**src/hw/sec_pkg.sv**
```systemverilog
// constants shared by the serial memory host controller
// assumes a single 25 MHz core clock and a device on four serial pins
package sec_pkg;

	// core clock and serial clock timing
	localparam int CLK_PERIOD_NS = 40;
	localparam int SCK_HALF_NS   = 500;  // least high time, lead, lag and deselect time
	localparam int SCK_HALF_CYC  = (SCK_HALF_NS + CLK_PERIOD_NS - 1) / CLK_PERIOD_NS;

	// software port geometry
	localparam int REG_AW = 3;
	localparam int REG_DW = 16;

	// register offsets
	localparam logic [2:0] REG_CMD   = 3'h0;
	localparam logic [2:0] REG_ADDR  = 3'h1;
	localparam logic [2:0] REG_CFG   = 3'h2;
	localparam logic [2:0] REG_STAT  = 3'h3;
	localparam logic [2:0] REG_DATA0 = 3'h4;  // data bytes at 4..7

	// command register fields
	localparam int CMD_OP_LSB  = 0;
	localparam int CMD_CNT_LSB = 3;
	localparam int CMD_GO_BIT  = 5;

	// configuration register fields and reset values
	localparam int         CFG_WP_BIT   = 0;
	localparam int         CFG_AUTO_BIT = 1;
	localparam logic       CFG_WP_RST   = 1'b1;  // writes allowed
	localparam logic       CFG_AUTO_RST = 1'b1;  // latch set before each write

	// status register fields
	localparam int STAT_BUSY_BIT = 0;
	localparam int STAT_RST_BIT  = 1;
	localparam int STAT_REF_BIT  = 2;
	localparam int STAT_BYTE_LSB = 8;

	// operations that software selects
	localparam logic [2:0] OP_SET_LATCH = 3'h0;
	localparam logic [2:0] OP_CLR_LATCH = 3'h1;
	localparam logic [2:0] OP_STAT_RD   = 3'h2;
	localparam logic [2:0] OP_STAT_WR   = 3'h3;
	localparam logic [2:0] OP_ARRAY_RD  = 3'h4;
	localparam logic [2:0] OP_ARRAY_WR  = 3'h5;

	// device opcodes
	localparam logic [7:0] set_write_latch_cmd   = 8'h06;
	localparam logic [7:0] clear_write_latch_cmd = 8'h04;
	localparam logic [7:0] status_read_cmd       = 8'h05;
	localparam logic [7:0] status_write_cmd      = 8'h01;
	localparam logic [7:0] ARRAY_RD_CMD          = 8'h03;
	localparam logic [7:0] ARRAY_WR_CMD          = 8'h02;
	localparam int         NINTH_ADDR_POS        = 3;

	// frame geometry
	localparam int         PAGE_BYTES = 4;
	localparam logic [2:0] HDR_ARRAY  = 3'h2;

	// serial engine states
	typedef enum logic [2:0] {
		ST_IDLE,
		ST_LEAD,
		ST_HI,
		ST_LO,
		ST_LAG,
		ST_GAP
	} sec_state_t;

endpackage : sec_pkg

```
**src/hw/sec_host.sv**
```systemverilog
// host controller that drives a serial nonvolatile memory with supervisor
// assumes software on a plain strobe port and the device on its own pins
//
// The address map and the plain strobed port were left to the implementer.
module sec_host #(
	parameter bit RST_ACTIVE_HIGH = 1'b0
) (
	input  wire logic                        CORE_CLK,
	input  wire logic                        RESETN,
	input  wire logic [sec_pkg::REG_AW-1:0]  ADDR,
	input  wire logic [sec_pkg::REG_DW-1:0]  WR_DATA,
	input  wire logic                        WR_STB,
	input  wire logic                        RD_STB,
	output logic      [sec_pkg::REG_DW-1:0]  RD_DATA,
	output logic                             CS_N,
	output logic                             SCK,
	output logic                             SI,
	input  wire logic                        SO,
	output logic                             WP_N,
	input  wire logic                        DEV_RST
);

	typedef struct packed {
		sec_pkg::sec_state_t st;
		logic                cs_n;
		logic                sck;
		logic                si;
		logic                wp_n;
		logic                auto_wel;
		logic [15:0]         rd_data;
		logic [2:0]          op;
		logic [2:0]          main_op;
		logic                pend;
		logic [1:0]          cnt;
		logic [8:0]          addr;
		logic [2:0]          nbytes;
		logic [5:0]          bit_cnt;
		logic [7:0]          rx;
		logic [3:0][7:0]     buf_b;
		logic [7:0]          stat_byte;
		logic                refused;
		logic                so_s1;
		logic                so_s2;
		logic                rst_s1;
		logic                rst_s2;
	} sec_host_t;

	sec_host_t s_r;
	sec_host_t s_nxt;
	logic      tick;
	logic      restart;

	// opcode for an operation, ninth address bit folded into bit 3
	function automatic logic [7:0] opcode_of(input logic [2:0] op, input logic a9);
		logic [7:0] oc;
		case (op)
			sec_pkg::OP_SET_LATCH: oc = sec_pkg::set_write_latch_cmd;
			sec_pkg::OP_CLR_LATCH: oc = sec_pkg::clear_write_latch_cmd;
			sec_pkg::OP_STAT_RD:   oc = sec_pkg::status_read_cmd;
			sec_pkg::OP_STAT_WR:   oc = sec_pkg::status_write_cmd;
			sec_pkg::OP_ARRAY_RD:  oc = sec_pkg::ARRAY_RD_CMD;
			default:               oc = sec_pkg::ARRAY_WR_CMD;
		endcase
		if (op == sec_pkg::OP_ARRAY_RD || op == sec_pkg::OP_ARRAY_WR)
			oc[sec_pkg::NINTH_ADDR_POS] = a9;
		return oc;
	endfunction : opcode_of

	// whole bytes in a frame; writes are clipped at the page end
	function automatic logic [2:0] frame_bytes(input logic [2:0] op, input logic [1:0] cnt,
	                                           input logic [8:0] addr);
		logic [2:0] want;
		logic [2:0] room;
		want = 3'(cnt) + 3'h1;
		room = 3'(sec_pkg::PAGE_BYTES) - 3'(addr[1:0]);
		case (op)
			sec_pkg::OP_SET_LATCH, sec_pkg::OP_CLR_LATCH: frame_bytes = 3'h1;
			sec_pkg::OP_STAT_RD, sec_pkg::OP_STAT_WR:     frame_bytes = 3'h2;
			sec_pkg::OP_ARRAY_RD:  frame_bytes = sec_pkg::HDR_ARRAY + want;
			default:               frame_bytes = sec_pkg::HDR_ARRAY + ((want > room) ? room : want);
		endcase
	endfunction : frame_bytes

	// bit of the outgoing frame at a given bit count, most significant first
	function automatic logic tx_bit(input logic [2:0] op, input logic [5:0] idx,
	                                input logic [8:0] addr, input logic [3:0][7:0] b);
		logic [7:0] by;
		logic [2:0] k;
		k = idx[5:3];
		if (k == 3'h0)
			by = opcode_of(op, addr[8]);
		else if (op == sec_pkg::OP_STAT_WR)
			by = b[0];
		else if (k == 3'h1)
			by = addr[7:0];
		else if (op == sec_pkg::OP_ARRAY_WR)
			by = b[2'(k - sec_pkg::HDR_ARRAY)];
		else
			by = 8'h00;
		return by[3'h7 - idx[2:0]];
	endfunction : tx_bit

	// half period enable, realigned when a frame starts from idle
	sec_tick #(
		.HALF (sec_pkg::SCK_HALF_CYC)
	) u_tick (
		.clk     (CORE_CLK),
		.rst_n   (RESETN),
		.restart (restart),
		.tick    (tick)
	);

	assign restart = (s_r.st == sec_pkg::ST_IDLE);

	// next state: software port, pin synchronisers, serial engine
	always_comb begin
		logic [7:0] full;
		logic [2:0] k;
		logic [2:0] sel;
		logic       wr_op;
		full  = {s_r.rx[6:0], s_r.so_s2};
		k     = s_r.bit_cnt[5:3];
		sel   = WR_DATA[sec_pkg::CMD_OP_LSB +: 3];
		wr_op = (sel == sec_pkg::OP_ARRAY_WR || sel == sec_pkg::OP_STAT_WR);
		s_nxt = s_r;
		s_nxt.rd_data = 16'h0000;
		s_nxt.so_s1   = SO;
		s_nxt.so_s2   = s_r.so_s1;
		s_nxt.rst_s1  = DEV_RST;
		s_nxt.rst_s2  = s_r.rst_s1;

		// register writes
		if (WR_STB) begin
			case (ADDR)
				sec_pkg::REG_CMD: begin
					if (WR_DATA[sec_pkg::CMD_GO_BIT]) begin
						if (s_r.st != sec_pkg::ST_IDLE || sel > sec_pkg::OP_ARRAY_WR) begin
							s_nxt.refused = 1'b1;
						end else begin
							s_nxt.main_op = sel;
							s_nxt.cnt     = WR_DATA[sec_pkg::CMD_CNT_LSB +: 2];
							s_nxt.pend    = wr_op && s_r.auto_wel;
							s_nxt.op      = (wr_op && s_r.auto_wel) ? sec_pkg::OP_SET_LATCH : sel;
							s_nxt.nbytes  = frame_bytes(s_nxt.op, s_nxt.cnt, s_r.addr);
							s_nxt.bit_cnt = 6'h00;
							s_nxt.cs_n    = 1'b0;
							s_nxt.si      = tx_bit(s_nxt.op, 6'h00, s_r.addr, s_r.buf_b);
							s_nxt.st      = sec_pkg::ST_LEAD;
						end
					end
				end
				sec_pkg::REG_ADDR: s_nxt.addr = WR_DATA[8:0];
				sec_pkg::REG_CFG: begin
					s_nxt.wp_n     = WR_DATA[sec_pkg::CFG_WP_BIT];
					s_nxt.auto_wel = WR_DATA[sec_pkg::CFG_AUTO_BIT];
				end
				sec_pkg::REG_STAT: begin
					if (WR_DATA[sec_pkg::STAT_REF_BIT])
						s_nxt.refused = 1'b0;
				end
				default: s_nxt.buf_b[ADDR[1:0]] = WR_DATA[7:0];
			endcase
		end

		// register reads, answered in the next cycle
		if (RD_STB) begin
			case (ADDR)
				sec_pkg::REG_CMD: begin
					s_nxt.rd_data[sec_pkg::CMD_OP_LSB +: 3]  = s_r.main_op;
					s_nxt.rd_data[sec_pkg::CMD_CNT_LSB +: 2] = s_r.cnt;
				end
				sec_pkg::REG_ADDR: s_nxt.rd_data[8:0] = s_r.addr;
				sec_pkg::REG_CFG: begin
					s_nxt.rd_data[sec_pkg::CFG_WP_BIT]   = s_r.wp_n;
					s_nxt.rd_data[sec_pkg::CFG_AUTO_BIT] = s_r.auto_wel;
				end
				sec_pkg::REG_STAT: begin
					s_nxt.rd_data[sec_pkg::STAT_BUSY_BIT]     = (s_r.st != sec_pkg::ST_IDLE);
					s_nxt.rd_data[sec_pkg::STAT_RST_BIT]      = (s_r.rst_s2 == RST_ACTIVE_HIGH);
					s_nxt.rd_data[sec_pkg::STAT_REF_BIT]      = s_r.refused;
					s_nxt.rd_data[sec_pkg::STAT_BYTE_LSB +: 8] = s_r.stat_byte;
				end
				default: s_nxt.rd_data[7:0] = s_r.buf_b[ADDR[1:0]];
			endcase
		end

		// serial engine, one step per half period
		if (tick) begin
			case (s_r.st)
				sec_pkg::ST_LEAD, sec_pkg::ST_LO: begin
					// rising edge: device latches SI, host samples SO
					s_nxt.sck = 1'b1;
					s_nxt.rx  = full;
					if (s_r.bit_cnt[2:0] == 3'h7) begin
						if (s_r.op == sec_pkg::OP_ARRAY_RD && k >= sec_pkg::HDR_ARRAY)
							s_nxt.buf_b[2'(k - sec_pkg::HDR_ARRAY)] = full;
						if (s_r.op == sec_pkg::OP_STAT_RD && k == 3'h1) begin
							s_nxt.stat_byte = full;
							s_nxt.buf_b[0]  = full;
						end
					end
					s_nxt.st = sec_pkg::ST_HI;
				end
				sec_pkg::ST_HI: begin
					s_nxt.sck = 1'b0;
					if (s_r.bit_cnt == {3'(s_r.nbytes - 3'h1), 3'h7}) begin
						s_nxt.st = sec_pkg::ST_LAG;
					end else begin
						s_nxt.bit_cnt = s_r.bit_cnt + 6'h01;
						s_nxt.si      = tx_bit(s_r.op, s_r.bit_cnt + 6'h01, s_r.addr, s_r.buf_b);
						s_nxt.st      = sec_pkg::ST_LO;
					end
				end
				sec_pkg::ST_LAG: begin
					s_nxt.cs_n = 1'b1;
					s_nxt.st   = sec_pkg::ST_GAP;
				end
				sec_pkg::ST_GAP: begin
					if (s_r.pend) begin
						// latch frame done, now the write itself in a fresh frame
						s_nxt.pend    = 1'b0;
						s_nxt.op      = s_r.main_op;
						s_nxt.nbytes  = frame_bytes(s_r.main_op, s_r.cnt, s_r.addr);
						s_nxt.bit_cnt = 6'h00;
						s_nxt.cs_n    = 1'b0;
						s_nxt.si      = tx_bit(s_r.main_op, 6'h00, s_r.addr, s_r.buf_b);
						s_nxt.st      = sec_pkg::ST_LEAD;
					end else begin
						s_nxt.st = sec_pkg::ST_IDLE;
					end
				end
				default: s_nxt.st = sec_pkg::ST_IDLE;
			endcase
		end
	end

	// state register
	always_ff @(posedge CORE_CLK or negedge RESETN) begin
		if (!RESETN) begin
			s_r          <= '0;
			s_r.st       <= sec_pkg::ST_IDLE;
			s_r.cs_n     <= 1'b1;
			s_r.wp_n     <= sec_pkg::CFG_WP_RST;
			s_r.auto_wel <= sec_pkg::CFG_AUTO_RST;
			s_r.so_s1    <= 1'b1;
			s_r.so_s2    <= 1'b1;
			s_r.rst_s1   <= !RST_ACTIVE_HIGH;  // idle level, no false reset flag after release
			s_r.rst_s2   <= !RST_ACTIVE_HIGH;
		end else begin
			s_r <= s_nxt;
		end
	end

	// pins and read data straight from the state register
	assign RD_DATA = s_r.rd_data;
	assign CS_N    = s_r.cs_n;
	assign SCK     = s_r.sck;
	assign SI      = s_r.si;
	assign WP_N    = s_r.wp_n;

endmodule : sec_host

```
**src/hw/sec_tick.sv**
```systemverilog
// half period enable for the serial clock
// assumes restart comes from logic on the same clock
module sec_tick #(
	parameter int HALF = 13
) (
	input  wire logic clk,
	input  wire logic rst_n,
	input  wire logic restart,
	output logic      tick
);

	logic [7:0] cnt_r;

	// count down one half period, reload on restart
	always_ff @(posedge clk or negedge rst_n) begin
		if (!rst_n) begin
			cnt_r <= 8'h00;
			tick  <= 1'b0;
		end else if (restart || cnt_r == 8'h00) begin
			cnt_r <= 8'(HALF - 1);
			tick  <= !restart;
		end else begin
			cnt_r <= cnt_r - 8'h01;
			tick  <= 1'b0;
		end
	end

endmodule : sec_tick

```
**config.mk**
```make
export PLATFORM = sky130hd
export DESIGN_NAME = sec_host
export DESIGN_NICKNAME = d
export VERILOG_FILES = /design/src/hw/sec_pkg.sv /design/src/hw/sec_host.sv /design/src/hw/sec_tick.sv
export SDC_FILE = /design/constraint.sdc
export NUM_CORES = 1
export LEC_CHECK = 0
export BUFFER_PORTS_ARGS = -buffer_cell sky130_fd_sc_hd__clkbuf_2
export CORE_MARGIN = 3
export CORE_UTILIZATION = 50
export DETAILED_ROUTE_END_ITERATION = 8
export PLACE_DENSITY = 0.73
export SKIP_LAST_GASP = 1
export SYNTH_ARGS = -nofsm -noshare
export SYNTH_HDL_FRONTEND = slang
export SYNTH_SLANG_ARGS = --single-unit
export TNS_END_PERCENT = 5
```
**constraint.sdc**
```tcl
create_clock -name CORE_CLK -period 4 [get_ports CORE_CLK]
set_input_delay 0.4 -clock CORE_CLK [delete_from_list [all_inputs] [get_ports CORE_CLK]]
set_output_delay 0.4 -clock CORE_CLK [all_outputs]
set_load 0.1 [all_outputs]
```
# Word level (Yosys, flattened, before mapping)
# Cells that the tools add are included.
# classes
add_sub_neg	13
order_cmp	10
n_eq_ne	31
mux	83
bitwise_logic	2
reduce_logical	39
# op_table
cell	count
$mux 32	3
$mux 8	12
$mux 9	8
$bwmux 32	2
$mux 57	1
$mux 48	1
$mux 40	1
$eq 3x2->1 const B	11
$bmux 8 s2	2
$demux 8 s2	2
$mux 16	2
$mux 27	1
$mux 3	9
$eq 3x3->1 const B	8
$eq 3x1->1 const B	7
$logic_not 3->1	6
$pmux 3 s3	2
$mux 1	16
$mux 4	4
$pmux 3 s5	1
$add 2x3->3 const A	4
$mux 6	2
$pmux 3 s4	1
$pmux 6 s2	1
37 further kinds	71
# word_totals
regBits	113
in_bits	25
output_inout_bits	20
elab_cells	205

# Logic depth before layout (Yosys ltp)
# Gate-level depths: netlist of the first run.
# logic_depth
word_depth	16
ltp_mapped	11
ltp_nobuf	11

# Modules after synthesis
# A second synthesis of the first run with hierarchy kept.
# hier_totals
hier_cells	652
area_unflattened_um2	6465.0
# modules_own_cells
module	instances	cells_per_inst	area_each_um2	seq_area_each_um2
sec_host	1	609	5980.7	2586.2
sec_tick	1	43	484.2	225.2

# Least setup slack after synthesis of the first run
# No wires, ideal clock.
# synth_path
path_kind	register -> register
start	reg s_r[62] (netlist bit)
end	reg s_r[60] (netlist bit)
t_arrival_ns	2.444
required_ns	3.871
setup_slack_ns	1.427
path_stages_with_launch	12
synth_period_minus_slack_ns	2.573
cell_sequence	dfrtp_1 > inv_1 > ha_1 > inv_1 > ha_1 > nor2b_1 > o21a_1 > o21ai_0 > o32a_1 > nor2_1 > a2111oi_2 > o2bb2ai_1
# synth_rtl
element	line	text
start, declared	sec_host.sv:48	sec_host_t s_r;
start signal, assigned	sec_host.sv:250	s_r <= s_nxt;

==> impl_metrics.csv, run 1 <==
group,metric,value,unit
hold_path,holdCritPathClass,"in2reg",
setup_path,critical_path.max_stage_delay,0.49,ns
sta,actual_transition_at_the_worst_max_transition_pin,0.807,ns
setup_path,worst_r2r_startpoint,"s_r[62]",
setup_path,worstRegToRegCells,11,
clock_tree,cts-root-buf,"clkbuf_16",
finish,fillers,1072,
global_routing,initial_antenna_violation_count,0,
floorplan,fp.coreArea,12300,µm²
placed_design,dpl-instance-area,6610,µm²
setup_path,cpMaxStageDelayCell,"o21ai_0",
routing,vias_per_cell,5.92,
logic_synthesis,syn-num-nets,671,
global_routing,first_pass_grt_wire_length,25400,µm
hold_path,hold_path_startpoint,"SO",
sta,min_period,3.04,ns
global_routing,grt_util_all_layers,22.7,%
setup_path,timing.critical_path.depth,11,
setup_path,crit_path_max_fanout,6,
floorplan,die_height,119,µm
floorplan,fp-row-count,40,
setup_path,cp.arrival,3.27,ns
sta,timing.hold.ws,0.124,ns
pwr,power.clock.fraction,25.1,%
clock_tree,cts_buffer_depth,2,
finish,drive_above_1_share,19.4,%
clock_tree,cts_hold_repair.buffers,1,
global_routing,met1_usage,31.6,%
logic_synthesis,ys.flop_type,"dfrtp_1",
global_routing,globalRouteOverflowTotal,0,
logic_synthesis,synth.top_cell.area_share,40.8,%
logic_synthesis,synth_top_area_cell,"dfrtp_1",
setup_path,worst_ep_required_time,4.23,ns
hold_path,worst_hold_path.num_cells,1,
finish,combined_area_of_the_multi_input_logic_cells,3290,µm²
pwr,switchingPower,1400,µW
routing,vias,4780,
sta,clock.fmax,0.329,GHz
clock_tree,tritoncts_clock_tree,"built",
hold_path,end_point_of_the_most_critical_hold_path,"s_nxt[2]",
setup_path,critical_path.startpoint_type,"register",
clock_tree,cts-buffers-inserted,9,
routing,number_of_remaining_drc_errors,0,
global_routing,grt.busiest_layer,"met2",
finish,insertedDiodeCount,0,
sta,fin_crit_sh,76.1,%
routing,final_antenna_net_count,0,
finish,finalCoreUtilization,56.3,%
pwr,pwr_density_cell,553,nW/µm²
setup_path,path_class,"reg2reg",
setup_path,path_cells,"inv_1 -> ha_1 -> inv_1 -> ha_1 -> nor2b_1 -> o21a_1 -> o21ai_0 -> o32a_1 -> nor2_1 -> a2111oi_2 -> o2bb2ai_1",
finish,layout.area.seq,2810,µm²
clock_tree,clk_transition_reported_paths,0.07,ns
setup_path,critical-path-top-delay-family,"compound AO/OA/AOI/OAI gates",
pwr,leakage_power,0.00316,µW
logic_synthesis,yosysSeqAreaShare,43.7,%
run,drv.max_cap_violation_count,0,
floorplan,num_io_pins,45,
global_routing,globalRouteMet3Util,5.18,%
setup_path,critPathLaunch,"s_r[62]",
logic_synthesis,synthTopCellsByArea,"dfrtp_1 (41%), mux2i_1 (5.6%), mux2_2 (4.9%)",
logic_synthesis,asyncSetResetFlopFracSynth,100,%
clock_tree,clock_sink_count,112,
clock_tree,cells_resized_by_post_cts_repair,0,
clock_tree,cts_setup_buffers,0,
logic_synthesis,synth.ff_latch_count,112,
routing,avgRoutedWirePerCell,19.3,µm
finish,final_design_area_no_fill,6930,µm²
sta,maxSlewViolCount,0,
logic_synthesis,yosysWarningCount,0,
logic_synthesis,yosys.cell_types.count,72,
pwr,netSwitchingFraction,36.6,%
setup_path,worstPathBufferInverterCount,2,
placed_design,gp_congestion,0.945,
finish,area_delta_synth_final,7.65,%
routing,drt_first_pass_iters,5,
sta,grt_setup_unrepaired,"no",
placed_design,detailed_placer_s_ending_hpwl,11100,µm
global_routing,first_global_vias,4759,
sta,finalSetupViolCount,0,
routing,final_wirelength,15600,µm
finish,nets,675,
floorplan,dieWidth,119,µm
clock_tree,clock_insertion_delay_worst_skew,0.36,ns
global_routing,grt_util_met2,35.2,%
placed_design,buffer_ports.inserted,37,
sta,clock_skew,0.0124,ns
run_status,status,"completed",
setup_path,end_of_the_worst_register_to_register_path,"s_r[60]",
clock_tree,cts.htree.levels,3,
floorplan,start_util,52.3,%
sta,fin_tns_setup,0,ns
pwr,cell_internal_pwr,2430,µW
pwr,pwr-share-seq,42.8,%
logic_synthesis,synth_enable_flop_cells,0,
pwr,power.share.combinational,32.1,%
sta,finalHoldViolCount,0,
global_routing,grt_start_max_net_pins,44,
logic_synthesis,syn-cell-area,6440,µm²
setup_path,r2r_setup_slack,0.96,ns
logic_synthesis,netlist_instances,632,
pwr,power.ir.vdd_worst,0.379,mV
sta,relSlewSlack,46.0,%
routing,drt_iter0_markers,442,
floorplan,design.die.area,14300,µm²
logic_synthesis,mean_area_per_synthesized_cell,10.2,µm²
setup_path,cp-end-kind,"register",
## layer usage
metal / share of wire [%] / vias up
li1: - / 2232
met1: 45 / 2385
met2: 47 / 139
met3: 5.4 / 24
met4: 2.3 / 0
met5: 0 / -
## metrics by stage
step	cells	worst slack, ns	total power, µW
2_1_floorplan	632	1.43	2580
3_3_place_gp	792	1.06	2830
3_5_place_dp	792	0.991	2880
4_1_cts	808	0.966	3850
5_1_grt	808	0.758	4060
6_report	808	0.956	3840
## power by group through the flow
| stage | logic [µW] | registers [µW] | clock network, µW |
|---|---|---|---|
| 6_report | 1230 | 1640 | 963 |
| 3_5_place_dp | 1230 | 1650 | 0 |
| 2_1_floorplan | 985 | 1590 | 0 |
| 4_1_cts | 1230 | 1630 | 984 |
| 5_1_grt | 1350 | 1670 | 1030 |
| 3_3_place_gp | 1190 | 1640 | 0 |
## synthesized netlist by cell type, types with 14 or more instances
library cell    n
inv_1          19
dfrtp_1       105
nand2_1        63
mux2_2         28
buf_4          17
mux4_2         14
a21oi_1        45
ha_1           14
clkbuf_1       22
nor2_1         58
o21ai_0        44
mux2i_1        36
## state kept, by name, indices dropped and copies added (netlist names)
register and cells:
u_tick.cnt_r 8, CS_N 1, s_nxt 2, RD_DATA 16, SI 1, u_tick.tick 1
WP_N 1, s_r 81, SCK 1
## cell families after synthesis
kind of cell               after synthesis  share of synthesized area, %
AOI/OAI and AO/OA                      141                          13.8
buffers and inverters                   69                          5.30
DFF                                    112                          43.7
xor gates and xnor gates                17                          3.11
adders and majority gates               14                          2.72
and+or+nand+nor                        200                          15.6
muxes                                   79                          15.8
## final cells by class
type                       instances  share of cell area (%)
multi-input combinational        451                    47.4
sequential                       112                    40.6
timing repair buffer              43                    3.39
clock buffer                       9                    3.25
tap                              168                    3.03
clock inverter                     6                    1.34
inverter                          19                    1.03
## how the worst max path moves through the flow
stage	endpoint
after floorplan	s_r[60]
after global placement	s_r[60]
after detailed placement	s_r[60]
after CTS	s_r[60]
after global routing	s_r[60]
final	s_r[60]
## cell usage in the layout (no fill, tap or decap), types with 6 or more instances in the layout
cell type    n
mux4_2      14
ha_1        14
dfrtp_1    105
xor2_1       8
nor3_1       6
nor2_1      58
dfstp_2      7
clkbuf_2    36
o21ai_0     44
mux2_2      28
xnor2_1      6
inv_1       19
clkbuf_16    9
nand3_1     10
buf_4        6
and2_1      13
nand2_1     63
nor2b_1     13
mux2i_1     36
a21oi_1     45
Power figures use the tool's default switching activity.
==> run 2, diff against run 1 <==
Settings changed: PLACE_DENSITY 0.73 to 0.76.
Clock period 4 ns to 2.7 ns, I/O delays scaled along.
==> impl_metrics.csv, run 2 (synthesis gave the netlist of run 1 again) <==
group,metric,value,unit
finish,drive_above_1_share,21.7,%
routing,number_of_remaining_drc_errors,0,
finish,largest_register_by_flop_count,"s_r",
finish,largest_register_ffs,81,
clock_tree,cts_buffer_depth,2,
finish,layout_common_cells,"dfrtp_1 (105), nand2_1 (63), nor2_1 (58), a21oi_1 (45), o21ai_0 (44)",
setup_path,critical-path-top-delay-family,"compound AO/OA/AOI/OAI gates",
sta,clock_skew,0.0138,ns
placed_design,buffer_ports.inserted,37,
sta,fin_crit_sh,93.2,%
pwr,power.ir.vdd_worst,0.466,mV
setup_path,worstPathBufferInverterCount,3,
run,drv.max_cap_violation_count,0,
pwr,pwr_density_cell,803,nW/µm²
clock_tree,tritoncts_clock_tree,"built",
clock_tree,cts-root-buf,"clkbuf_16",
setup_path,cp.arrival,2.75,ns
sta,setup_ws,0.182,ns
finish,fillers,1035,
floorplan,die_height,119,µm
pwr,cell_internal_pwr,3560,µW
pwr,power.clock.fraction,22.9,%
setup_path,critical_path.max_stage_delay,0.36,ns
global_routing,initial_antenna_violation_count,0,
routing,vias,4933,
floorplan,dieWidth,119,µm
routing,final_antenna_net_count,0,
setup_path,path_common_cell,"inv_1",
sta,fin_tns_setup,0,ns
global_routing,globalRouteOverflowTotal,0,
global_routing,grt_util_all_layers,22.6,%
routing,vias_per_cell,5.96,
setup_path,critical_path.startpoint_type,"register",
global_routing,grt_start_max_net_pins,55,
floorplan,fp-row-count,40,
floorplan,design.die.area,14300,µm²
sta,min_period,2.52,ns
clock_tree,cts.htree.levels,3,
clock_tree,clock_insertion_delay_worst_skew,0.36,ns
sta,finalSetupViolCount,0,
sta,grt_setup_unrepaired,"no",
clock_tree,clk_transition_reported_paths,0.07,ns
finish,nets,694,
finish,insertedDiodeCount,0,
sta,finalHoldViolCount,0,
global_routing,first_pass_grt_wire_length,25500,µm
placed_design,place_ws,0.136,ns
finish,area_delta_synth_final,9.97,%
placed_design,gp_congestion,0.964,
pwr,leakage_power,0.00324,µW
sta,maxSlewViolCount,0,
setup_path,worst_ep_required_time,2.94,ns
routing,avgRoutedWirePerCell,18.7,µm
pwr,netSwitchingFraction,37.5,%
finish,final_design_area_no_fill,7080,µm²
routing,drt_iter0_markers,539,
setup_path,path_cells,"inv_1 -> ha_4 -> inv_1 -> ha_1 -> nor2b_1 -> o21a_1 -> o21ai_0 -> buf_4 -> o32a_1 -> nor2_1 -> a2111oi_2 -> o2bb2ai_1",
clock_tree,clock_sink_count,112,
setup_path,crit_path_max_fanout,5,
floorplan,fp.coreArea,12300,µm²
clock_tree,cts-buffers-inserted,9,
hold_path,holdCritPathClass,"in2reg",
sta,actual_transition_at_the_worst_max_transition_pin,0.728,ns
pwr,switchingPower,2130,µW
run_status,status,"completed",
setup_path,path_class,"reg2reg",
routing,drt_first_pass_iters,5,
setup_path,cp-end-kind,"register",
global_routing,first_global_vias,4939,
sta,clock.fmax,0.397,GHz
setup_path,cpMaxStageDelayCell,"dfrtp_1",
sta,relSlewSlack,51.2,%
pwr,pwr-share-seq,41.3,%
placed_design,dpl-instance-area,6750,µm²
placed_design,detailed_placer_s_ending_hpwl,11200,µm
finish,layout_commonest_cell,"dfrtp_1",
routing,final_wirelength,15500,µm
floorplan,start_util,52.3,%
pwr,power.share.combinational,35.8,%
floorplan,num_io_pins,45,
-- run 2: final timing paths --
| path | start | to | slack (ns) | cells past startpoint |
|---|---|---|---|---|
| min reg2reg | s_nxt[0] | s_r[0] | 0.36 | 0 |
| min in group asynchronous | RESETN | RD_DATA[5] | 0.51 | 2 |
| max | s_r[63] | s_r[60] | 0.18 | 12 |
| min | WR_DATA[8] | s_r[70] | 0.14 | 2 |
| max reg2reg | s_r[63] | s_r[60] | 0.18 | 12 |
| max in group asynchronous | RESETN | s_r[2] | 1.43 | 3 |
-- run 2: what timing repair did --
| item | CTS | global route |
|---|---|---|
| endpoints found under the setup margin | 0 | 2 |
| hold buffers | 3 | 0 |
| endpoints found under the hold margin | 51 | 0 |
| buffers inserted | 0 | 0 |
| resized for setup | 0 | 2 |
-- run 2: area by class of cell --
type,instances,area (µm²),area share [%]
clock buffer,11,243,3.43
clock inverter,5,47.5,0.671
inverter,19,71.3,1.01
multi-input combinational,451,3300,46.6
sequential,112,2810,39.7
tap,168,210,2.97
timing repair buffer,62,395,5.58
-- run 2: layer usage --
layer,share of wire [%],GRT usage [%]
met1,43,29.7
met2,46,35.7
met3,7.5,6.08
met4,2.7,8.95
met5,0,0
-- run 2: stage by stage --
step / instances / util (%) / hold slack (ns) / power, µW
floorplan: 632 / - / -0.0256 / 3820
detailed placement: 809 / 54.8 / 0.349 / 4370
CTS: 828 / 57.4 / 0.132 / 5690
global route: 828 / 57.5 / 0.148 / 6010
finish: 828 / 57.5 / 0.138 / 5690
global placement: 809 / 54.8 / 0.347 / 4260
-- run 2: power by group through the flow --
stage / sequential (µW) / clock [µW] / combinational, µW
floorplan: 2360 / 0 / 1460
global placement: 2340 / 0 / 1910
detailed placement: 2370 / 0 / 1990
CTS: 2340 / 1340 / 2010
global route: 2390 / 1410 / 2210
finish: 2350 / 1300 / 2040
==> run 3, diff against run 2 <==
==> constraint.sdc (replaced) <==
create_clock -name CORE_CLK -period 2.7 [get_ports CORE_CLK]
set_input_delay 0.54 -clock CORE_CLK [delete_from_list [all_inputs] [get_ports CORE_CLK]]
set_output_delay 0.54 -clock CORE_CLK [all_outputs]
set_load 0.1 [all_outputs]
==> impl_metrics.csv, run 3 (synthesis gave the netlist of run 1 again) <==
group,metric,value,unit
sta,finalHoldViolCount,0,
clock_tree,clock_insertion_delay_worst_skew,0.37,ns
sta,relSlewSlack,46.8,%
clock_tree,cts.htree.levels,3,
routing,number_of_remaining_drc_errors,0,
finish,area_delta_synth_final,11.1,%
clock_tree,tritoncts_clock_tree,"built",
floorplan,design.die.area,14300,µm²
setup_path,critPathLaunch,"s_r[63]",
setup_path,worst_ep_required_time,2.94,ns
finish,layout_common_cells,"dfrtp_1 (105), nand2_1 (63), nor2_1 (58), a21oi_1 (45), o21ai_0 (44)",
routing,drt_iter0_markers,420,
clock_tree,clock_sink_count,112,
global_routing,met1_usage,33.2,%
setup_path,end_of_the_worst_register_to_register_path,"s_r[59]",
routing,vias,4906,
setup_path,cp-end-kind,"register",
finish,largest_register_by_flop_count,"s_r",
floorplan,fp.coreArea,12300,µm²
finish,layout_commonest_cell,"dfrtp_1",
global_routing,grt_start_max_net_pins,46,
routing,final_antenna_net_count,0,
setup_path,r2r_setup_slack,0.11,ns
floorplan,die_height,119,µm
sta,min_period,2.59,ns
routing,vias_per_cell,5.87,
sta,fin_crit_sh,95.8,%
routing,avgRoutedWirePerCell,19.3,µm
setup_path,crit_path_max_fanout,5,
sta,actual_transition_at_the_worst_max_transition_pin,0.794,ns
placed_design,detailed_placer_s_ending_hpwl,11800,µm
setup_path,path_class,"reg2reg",
sta,clock.fmax,0.386,GHz
global_routing,grt.busiest_layer,"met2",
finish,largest_register_ffs,81,
clock_tree,cts-buffers-inserted,9,
clock_tree,cts_buffer_depth,2,
hold_path,holdCritPathClass,"in2async",
clock_tree,cts_hold_repair.buffers,0,
sta,fin_tns_setup,0,ns
routing,drt_first_pass_iters,5,
setup_path,worst_r2r_startpoint,"s_r[63]",
sta,timing.hold.ws,0.162,ns
placed_design,gp_congestion,0.970,
routing,final_wirelength,16100,µm
run_status,status,"completed",
pwr,pwr_density_cell,816,nW/µm²
sta,finalSetupViolCount,0,
floorplan,dieWidth,119,µm
run,drv.max_cap_violation_count,0,
floorplan,num_io_pins,45,
setup_path,critical_path.startpoint_type,"register",
setup_path,endpoint,"s_r[59]",
placed_design,buffer_ports.inserted,37,
global_routing,globalRouteOverflowTotal,0,
floorplan,fp-row-count,40,
global_routing,initial_antenna_violation_count,0,
finish,drive_above_1_share,23.1,%
clock_tree,cts-root-buf,"clkbuf_16",
floorplan,start_util,52.3,%
global_routing,grt_util_all_layers,23.8,%
pwr,leakage_power,0.00330,µW
pwr,power.ir.vdd_worst,0.351,mV
sta,clock_skew,0.0171,ns
global_routing,first_global_vias,4869,
sta,grt_setup_unrepaired,"yes",
setup_path,worstRegToRegCells,12,
finish,insertedDiodeCount,0,
clock_tree,clk_transition_reported_paths,0.08,ns
global_routing,first_pass_grt_wire_length,26500,µm
global_routing,grt_util_met2,37.2,%
global_routing,globalRouteMet3Util,5.47,%
finish,nets,702,
sta,maxSlewViolCount,0,
setup_path,cp.arrival,2.83,ns
## run 3: metrics by stage
stage | cells | utilization [%] | cell area (µm²) | setup slack, ns | power, µW
CTS | 836 | 58.1 | 7150 | 0.100 | 5840
detailed placement | 820 | 55.5 | 6830 | 0.0253 | 4400
floorplan | 632 | - | 6440 | 0.0862 | 3820
finish | 836 | 58.1 | 7160 | 0.112 | 5840
global placement | 820 | 55.5 | 6830 | 0.0338 | 4320
global route | 836 | 58.1 | 7160 | -0.0211 | 6150
## run 3: worst min path at each step
stage | start | end | cells past startpoint
finish | RESETN | RD_DATA[5] | 1
global route | RESETN | s_r[66] | 1
CTS | RESETN | s_r[4] | 1
detailed placement | s_nxt[2] | s_r[2] | 0
global placement | s_nxt[2] | s_r[2] | 0
floorplan | RESETN | RD_DATA[0] | 0
## run 3: area by class of cell
cell class	count	area [µm²]
fillers	1073	5160
multi-input cells	451	3290
flip-flops and latches	112	2810
repair buffers	70	448
clock buffers	11	253
well taps	168	210
clock inverters	5	71.3
inverters	19	71.3
## run 3: metal layers
layer,vias to the layer above,routed length [µm]
li1,2292,-
met1,2414,7150
met2,175,7620
met3,25,1020
met4,0,325
met5,-,0
## run 3: what timing repair did
item / CTS / global route
buffers inserted: 0 / 0
resized for setup: 0 / 1
setup endpoints to repair: 0 / 10
## run 3: where the power goes
group	total (µW)	internal [µW]	switching, µW	leakage, µW
Combinational	2070	887	1180	0.00177
Sequential	2330	2000	337	0.00137
Clock	1440	786	649	0.000156
Total	5840	3670	2170	0.00330
## run 3: worst max-delay path, cell delays in order (launching register included)
cell and delay, ns:
dfrtp_1 0.38, inv_1 0.07, ha_1 0.33, inv_1 0.10, ha_1 0.30, nor2b_1 0.13
o21a_1 0.15, o21ai_0 0.15, buf_4 0.16, mux2i_1 0.27, a31oi_1 0.12, o221ai_1 0.20
a21oi_1 0.10
